--- config.mk ---
export PLATFORM = sky130hd
export DESIGN_NAME = iris_hall_sensor_control
export DESIGN_NICKNAME = d
export VERILOG_FILES = /design/src/hdl/hall_ctrl_pkg.sv /design/src/hdl/sync_2ff.sv /design/src/hdl/iris_hall_sensor_control.sv
export SDC_FILE = /design/constraint.sdc
export NUM_CORES = 1
export LEC_CHECK = 0
export ABC_AREA = 1
export BUFFER_PORTS_ARGS = -buffer_cell sky130_fd_sc_hd__buf_2
export CORE_MARGIN = 3
export CORE_UTILIZATION = 45
export CTS_BUF_LIST = sky130_fd_sc_hd__clkbuf_8
export DETAILED_ROUTE_END_ITERATION = 8
export PLACE_DENSITY = 0.72
export SLEW_MARGIN = 20
export SYNTH_ARGS = -nofsm -noshare
export SYNTH_HDL_FRONTEND = slang
export SYNTH_SLANG_ARGS = --single-unit
--- constraint.sdc ---
create_clock -name clk_sys -period 1.75 [get_ports clk_sys]
set_input_delay 0 -clock clk_sys [delete_from_list [all_inputs] [get_ports clk_sys]]
set_output_delay 0 -clock clk_sys [all_outputs]
set_load 0.01 [all_outputs]
--- src/hdl/hall_ctrl_pkg.sv ---
// Shared constants for the iris Hall sensor control registers and serial port
package hall_ctrl_pkg;
   // Register addresses (6-bit serial address field)
   localparam logic [5:0] ADDR_BIAS_OFFSET = 6'h04;
   localparam logic [5:0] ADDR_GAIN_FILTER = 6'h05;
   localparam logic [5:0] ADDR_IRIS_CTRL   = 6'h0B;
   localparam logic [5:0] ADDR_SAMPLE      = 6'h0C;

   // Field positions inside the 16-bit data word
   localparam int BIAS_LSB      = 0;
   localparam int OFFSET_LSB    = 8;
   localparam int GAIN_LSB      = 8;
   localparam int CUTOFF_BIT    = 12;
   localparam int CLIP_LSB      = 0;
   localparam int MODE_LSB      = 4;
   localparam int POWER_BIT     = 10;
   localparam int SELFTEST_BIT  = 11;
   localparam int SAMPLE_LSB    = 0;

   // Reset values
   localparam logic [7:0] BIAS_RST     = 8'h00;
   localparam logic [7:0] OFFSET_RST   = 8'h00;
   localparam logic [3:0] GAIN_RST     = 4'h0;
   localparam logic       CUTOFF_RST   = 1'b0;
   localparam logic       POWER_RST    = 1'b0;
   localparam logic [1:0] MODE_RST     = 2'h0;
   localparam logic       SELFTEST_RST = 1'b0;
   localparam logic [3:0] CLIP_RST     = 4'h0;
   localparam logic [9:0] SAMPLE_RST   = 10'h000;

   // Mode encoding and duty scale
   localparam logic [1:0] MODE_IRIS_TEST = 2'h2;
   localparam logic [1:0] MODE_UNDEFINED = 2'h3;
   localparam logic [4:0] DUTY_FULL      = 5'h10;

   // Serial frame: 6 address bits, read flag, spare, 16 data bits, LSB first
   localparam logic [4:0] HDR_BITS   = 5'h08;
   localparam logic [4:0] FRAME_BITS = 5'h18;
   localparam int         RW_BIT     = 6;

   typedef enum logic [1:0] {
      SER_IDLE = 2'b00,
      SER_HDR  = 2'b01,
      SER_DATA = 2'b11
   } ser_state_t;
endpackage : hall_ctrl_pkg

--- src/hdl/sync_2ff.sv ---
// Two-stage synchroniser for asynchronous input levels
`timescale 1ns/1ns
module sync_2ff #(
   parameter int WIDTH = 1
) (
   // Clock, reset, enable
   input  wire logic             clk_sys,
   input  wire logic             arst_n,
   input  wire logic             ce,
   // Levels
   input  wire logic [WIDTH-1:0] async_in,
   output logic      [WIDTH-1:0] sync_out
);
   logic [WIDTH-1:0] meta_q;

   // First stage feeds only the second
   always_ff @(posedge clk_sys or negedge arst_n) begin
      if (!arst_n) begin
         meta_q   <= '0;
         sync_out <= '0;
      end else if (ce) begin
         meta_q   <= async_in;
         sync_out <= meta_q;
      end
   end
endmodule : sync_2ff

--- src/hdl/iris_hall_sensor_control.sv ---
// Iris Hall sensor configuration and readout registers behind the serial port
// Functional notes
// - Bias current scales with code over eight
// - Offset is supply/256 times code minus 128
// - Gain code selects amplifier gain, monotonic
// - Cutoff bit selects 6.85 or 20.0 kHz
// - Power enable bit gates iris control
// - Mode 0,1 normal; 2 iris test
// - Iris test mode opens the loop
// - Max duty is 100% minus clip times 6.25%
// - Sample register is read-only ADC result
// - Sample tracks while sync high, frozen after
// - Frame sync synchronised to system clock
// - Power down stops iris analog only
`timescale 1ns/1ns
module iris_hall_sensor_control
   import hall_ctrl_pkg::*;
(
   // Clock, reset, enable
   input  wire logic       clk_sys,
   input  wire logic       arst_n,
   input  wire logic       ce,
   // Serial register port pins
   input  wire logic       ser_cs,
   input  wire logic       ser_clk,
   input  wire logic       ser_din,
   output logic            ser_dout,
   output logic            ser_dout_oe,
   // Frame sync pin and ADC result
   input  wire logic       iris_frame_sync,
   input  wire logic [9:0] adc_result,
   // Analog front end controls
   output logic      [7:0] hall_bias_current_code,
   output logic      [7:0] amp_offset_code,
   output logic      [3:0] amp_gain_code,
   output logic            filter_cutoff_select,
   output logic            iris_power_enable,
   output logic            iris_analog_enable,
   output logic      [1:0] adc_source_mode,
   output logic            iris_loop_open,
   output logic            adc_selftest_enable,
   output logic      [3:0] max_duty_clip,
   output logic      [4:0] max_duty_sixteenths,
   output logic      [9:0] iris_position_sample
);
   // Synchronised pins
   logic cs_s, sclk_s, din_s, fs_s;

   sync_2ff #(.WIDTH(4)) u_sync (
      .clk_sys  (clk_sys),
      .arst_n   (arst_n),
      .ce       (ce),
      .async_in ({ser_cs, ser_clk, ser_din, iris_frame_sync}),
      .sync_out ({cs_s, sclk_s, din_s, fs_s})
   );

   // Serial engine state
   ser_state_t  st_q, st_d;
   logic        sclk_q, sclk_d;
   logic [4:0]  cnt_q, cnt_d;
   logic [23:0] sh_q, sh_d;
   logic [15:0] out_q, out_d;
   logic        dout_q, dout_d;
   logic        rd_q, rd_d;
   logic        wr_stb;

   // Register state
   logic [7:0] bias_q, bias_d, offs_q, offs_d;
   logic [3:0] gain_q, gain_d, clip_q, clip_d;
   logic       cut_q, cut_d, pwr_q, pwr_d, test_q, test_d;
   logic [1:0] mode_q, mode_d;
   logic [9:0] smp_q, smp_d;

   wire sclk_rise = sclk_s & ~sclk_q;
   wire sclk_fall = ~sclk_s & sclk_q;

   function automatic logic [15:0] read_word(input logic [5:0] a);
      logic [15:0] w;
      w = 16'h0000;
      case (a)
         ADDR_BIAS_OFFSET: begin
            w[BIAS_LSB +: 8]   = bias_q;
            w[OFFSET_LSB +: 8] = offs_q;
         end
         ADDR_GAIN_FILTER: begin
            w[GAIN_LSB +: 4] = gain_q;
            w[CUTOFF_BIT]    = cut_q;
         end
         ADDR_IRIS_CTRL: begin
            w[CLIP_LSB +: 4] = clip_q;
            w[MODE_LSB +: 2] = mode_q;
            w[POWER_BIT]     = pwr_q;
            w[SELFTEST_BIT]  = test_q;
         end
         ADDR_SAMPLE: w[SAMPLE_LSB +: 10] = smp_q;
         default: w = 16'h0000;
      endcase
      return w;
   endfunction : read_word

   // Serial frame sequencing
   always_comb begin
      st_d   = st_q;
      sclk_d = sclk_s;
      cnt_d  = cnt_q;
      sh_d   = sh_q;
      out_d  = out_q;
      dout_d = dout_q;
      rd_d   = rd_q;
      wr_stb = 1'b0;
      if (!cs_s) begin
         // Deasserted select aborts any partial frame
         st_d  = SER_IDLE;
         cnt_d = 5'h00;
      end else begin
         case (st_q)
            SER_IDLE: st_d = SER_HDR;
            SER_HDR: begin
               if (sclk_rise) begin
                  sh_d  = {din_s, sh_q[23:1]};
                  cnt_d = cnt_q + 5'h01;
                  if (cnt_q + 5'h01 == HDR_BITS) begin
                     st_d   = SER_DATA;
                     out_d  = read_word(sh_d[21:16]);
                     // Latched: header bits keep shifting through sh_q
                     rd_d   = sh_d[16 + RW_BIT];
                  end
               end
            end
            SER_DATA: begin
               if (sclk_fall && rd_q) begin
                  dout_d = out_q[0];
                  out_d  = {1'b0, out_q[15:1]};
               end
               if (sclk_rise && cnt_q != FRAME_BITS) begin
                  sh_d  = {din_s, sh_q[23:1]};
                  cnt_d = cnt_q + 5'h01;
                  wr_stb = (cnt_q + 5'h01 == FRAME_BITS) && !rd_q;
               end
            end
            default: st_d = SER_IDLE;
         endcase
      end
   end

   always_ff @(posedge clk_sys or negedge arst_n) begin
      if (!arst_n) begin
         st_q   <= SER_IDLE;
         sclk_q <= 1'b0;
         cnt_q  <= 5'h00;
         sh_q   <= 24'h000000;
         out_q  <= 16'h0000;
         dout_q <= 1'b0;
         rd_q   <= 1'b0;
      end else if (ce) begin
         st_q   <= st_d;
         sclk_q <= sclk_d;
         cnt_q  <= cnt_d;
         sh_q   <= sh_d;
         out_q  <= out_d;
         dout_q <= dout_d;
         rd_q   <= rd_d;
      end
   end

   // Register writes; sh_d holds the full frame when wr_stb fires
   always_comb begin
      bias_d = bias_q;
      offs_d = offs_q;
      gain_d = gain_q;
      cut_d  = cut_q;
      pwr_d  = pwr_q;
      mode_d = mode_q;
      test_d = test_q;
      clip_d = clip_q;
      smp_d  = smp_q;
      if (wr_stb) begin
         case (sh_d[5:0])
            ADDR_BIAS_OFFSET: begin
               bias_d = sh_d[8 + BIAS_LSB +: 8];
               offs_d = sh_d[8 + OFFSET_LSB +: 8];
            end
            ADDR_GAIN_FILTER: begin
               gain_d = sh_d[8 + GAIN_LSB +: 4];
               cut_d  = sh_d[8 + CUTOFF_BIT];
            end
            ADDR_IRIS_CTRL: begin
               clip_d = sh_d[8 + CLIP_LSB +: 4];
               mode_d = sh_d[8 + MODE_LSB +: 2];
               pwr_d  = sh_d[8 + POWER_BIT];
               test_d = sh_d[8 + SELFTEST_BIT];
            end
            // Sample address is read-only: write dropped
            default: ;
         endcase
      end
      // Track ADC while sync high; hold from its fall
      if (fs_s) begin
         smp_d = adc_result;
      end
   end

   always_ff @(posedge clk_sys or negedge arst_n) begin
      if (!arst_n) begin
         bias_q <= BIAS_RST;
         offs_q <= OFFSET_RST;
         gain_q <= GAIN_RST;
         cut_q  <= CUTOFF_RST;
         pwr_q  <= POWER_RST;
         mode_q <= MODE_RST;
         test_q <= SELFTEST_RST;
         clip_q <= CLIP_RST;
         smp_q  <= SAMPLE_RST;
      end else if (ce) begin
         bias_q <= bias_d;
         offs_q <= offs_d;
         gain_q <= gain_d;
         cut_q  <= cut_d;
         pwr_q  <= pwr_d;
         mode_q <= mode_d;
         test_q <= test_d;
         clip_q <= clip_d;
         smp_q  <= smp_d;
      end
   end

   // Output data only during the data phase of a read
   assign ser_dout    = dout_q;
   assign ser_dout_oe = (st_q == SER_DATA) && rd_q;

   assign hall_bias_current_code = bias_q;
   assign amp_offset_code        = offs_q;
   assign amp_gain_code          = gain_q;
   assign filter_cutoff_select   = cut_q;
   assign iris_power_enable      = pwr_q;
   // Only iris analog gated; stepper driver has no tie here
   assign iris_analog_enable     = pwr_q;
   assign adc_source_mode        = mode_q;
   assign iris_loop_open         = (mode_q == MODE_IRIS_TEST);
   assign adc_selftest_enable    = test_q;
   assign max_duty_clip          = clip_q;
   assign max_duty_sixteenths    = DUTY_FULL - {1'b0, clip_q};
   assign iris_position_sample   = smp_q;
endmodule : iris_hall_sensor_control

==> reports/results.ini <==
[grt]
grt_first_pass_wirelength_um = 23400
grt_overflow = 0
grt_pass1_vias = 4721
grt_max_degree = 98
grtUsageTotal = 0.228
antenna_found_initial = 0

[cells_and_area]
area_delta_synth_final_pct = 41.9
final_common_cell = nand2_1
drive_above_1_share = 0.380
nets = 831
post-route-util = 0.660
fill_cells = 804
layout_common_cells = nand2_1, dfrtp_1, inv_1
n_antenna_cell = 0

[detailed_routing]
wl_per_cell_um = 16.9
routed_wl_um = 16100
drc = 0
num_vias = 5153
postRouteAntennaNets = 0
first_pass_iters = 5
dr.first_iter.drc_count = 593
vias_per_cell = 5.40

[worst_setup_path]
crit_required_ps = 2020
criticalPathCategory = flip-flop to flip-flop
max_stage_delay_ps = 420
end_kind = flip-flop
r2r_cells = 15
path_cells = inv_2, ha_4, nand2_4, inv_4, nand2_4, nand3_4, nand2_4, nand2_1, nand2_2, nand3_4, nor2_4, buf_12, nand3_1, nand2_1, inv_1
crit_slowest_cell = dfrtp_1
arrival_ps = 2490
start_kind = flip-flop
critical_path.max_fanout = 7
crit_top_cell = nand2_4

[cts]
clkTransAtPathRegs_ps = 100
numCtsBuffers = 9
clock-sinks = 97
h-tree-depth = 3
cts-root-buf = clkbuf_8
clock_latency_ps = 370
cts_tree = built
cts_buffer_depth = 2

[sta]
rsz0062_at_grt = true
slew_violations = 0
period_needed_ps = 2220
maxSlewHeadroom = 0.643
finalSetupTns_ps = -24790
hold_viol = 0
setup-violations-final = 76
fin_crit_sh = 1.27
fin_ws_ps = -466
max_freq_mhz = 451
worst_pin_slew_ps = 534
skew_ps = 9.46
whs_ps = 23.4

[worst_hold_path]
hold_path_depth = 3
worstHoldPathType = primary input to flip-flop

[floorplan]
fp.dieH_um = 112
ios = 65
rows = 38
die_w_um = 112
coreArea_um2 = 10900
start_util = 0.465
die_area_um2 = 12600

[run_status]
outcome = finished, violations left
violations = setup timing

[place]
io_buffer_count = 64
gp_congestion = 0.887
dp_hpwl_um = 9090
place_ws_ps = -339

[logic_synthesis]
synth_seq_cells = 97
yosys-top-cells-area = dfrtp_1, nand2_1, inv_1
ys_seq_area_frac = 0.477
synth_fp_nets = 680
synth_top_area_frac = 0.477
syn-mean-instance-area_um2 = 7.71
synth.distinct_cells = 37
synth.largest_area_cell = dfrtp_1
ys_warn_count = 0
syn-cell-area_um2 = 5080
synthCells = 659

[power_and_ir_drop]
p_int_mw = 4.37
p_seq_frac = 0.433
p_per_area_nw_per_um2 = 954
p_sw_frac = 0.365
switchingPower_mw = 2.51
clkPwrFrac = 0.217
peakVddDrop_v = 0.000627
combPwrFrac = 0.349
p_leak_nw = 3.57

[job]
maxCapViolations = 0

-- power groups by stage --
stage | logic, mW | registers, mW | clock network (mW)
2_1_floorplan | 1.13 | 2.94 | 0
3_3_place_gp | 1.54 | 2.94 | 0
3_5_place_dp | 1.60 | 2.97 | 0
4_1_cts | 2.00 | 2.93 | 1.50
5_1_grt | 2.61 | 3.02 | 1.59
6_report | 2.40 | 2.98 | 1.50
-- kinds of logic (layout without fill, tap and decap cells) --
group	count (synthesis)	after routing	share of synthesized area
simple gates	350	352	0.304
buf+inv	127	281	0.104
mux	13	13	0.0283
flops	97	97	0.477
xor+xnor	2	2	0.00345
compound gates	66	66	0.0731
fa+ha+maj	4	4	0.00985
-- flip-flops by register name (all words and copies together) (netlist names), 2 cells and up --
signal,count
u_sync.sync_out,4
sh_q,24
iris_position_sample,10
u_sync.meta_q,4
out_q,16
max_duty_clip,4
amp_gain_code,4
amp_offset_code,8
cnt_q,5
hall_bias_current_code,8
adc_source_mode,2
st_q,2
-- worst paths after layout --
kind | slack [ps] | end | startpoint
setup / recovery | -470 | hall_bias_current_code[6]$_DFFE_PN0P_ | cnt_q[1]$_DFFE_PN0P_
hold / removal | 20 | u_sync.sync_out[2]$_DFFE_PN0P_ | ce
setup reg to reg | -470 | hall_bias_current_code[6]$_DFFE_PN0P_ | cnt_q[1]$_DFFE_PN0P_
hold reg to reg | 480 | u_sync.meta_q[0]$_DFFE_PN0P_ | u_sync.meta_q[0]$_DFFE_PN0P_
max in group asynchronous | 1130 | iris_position_sample[3]$_DFFE_PN0P_ | arst_n
min in group asynchronous | 200 | iris_position_sample[8]$_DFFE_PN0P_ | arst_n
-- critical path, delay by kind of cell, from the launching register on --
| family | cells | cell delay [ps] |
|---|---|---|
| AND/OR/NAND/NOR | 10 | 1160 |
| flip-flops | 1 | 420 |
| adder cells (fa/ha/maj) | 1 | 180 |
| buffers and inverters | 4 | 360 |
-- what timing repair did --
item                                    CTS  global route
hold buffers                             15             0
gates resized for setup                  65           137
endpoints found under the setup margin   72            76
gates cloned                              6             5
setup buffers                            21            14
endpoints found under the hold margin   111             0
pin swaps                                17            30
-- metal layers --
| metal | vias up | GRT usage | wire length, um | part of all wire |
|---|---|---|---|---|
| met5 | - | 0 | 0 | 0 |
| met4 | 0 | 0.0801 | 558 | 0.035 |
| met3 | 60 | 0.0323 | 990 | 0.061 |
| met2 | 251 | 0.389 | 8130 | 0.50 |
| met1 | 2471 | 0.298 | 6460 | 0.40 |
| li1 | 2371 | - | - | - |
-- Yosys cell counts, drive strengths merged --
master,number
a21boi,1
a21oi,3
a22oi,2
a31oi,1
buf,15
clkbuf,9
dfrtp,97
ha,4
inv,103
mux2,11
mux2i,2
nand2,250
nand3,64
nand4,5
nor2,26
nor3,4
nor4,1
o211ai,8
o21ai,43
o221ai,1
o22ai,7
xnor2,1
xor2,1
-- per-stage QoR --
stage | instances | instance area, um2 | power [mW]
after global routing | 955 | 7210 | 7.22
after detailed placement | 883 | 5840 | 4.57
after floorplan | 659 | 5130 | 4.06
after CTS | 941 | 6700 | 6.44
final | 955 | 7210 | 6.88
after global placement | 883 | 5840 | 4.49
-- final cells by class --
cell class                      instances  area [um2]  area share
Clock buffer                           10         138      0.0191
Timing Repair inverter                  3        23.8     0.00330
Clock inverter                          6        60.1     0.00833
Inverter                              103         412      0.0571
Sequential cell                        97        2430       0.337
Timing Repair Buffer                  159        1310       0.181
Multi-Input combinational cell        437        2670       0.370
Tap cell                              140         175      0.0243
No activity file was read; power rests on OpenSTA's default activity.
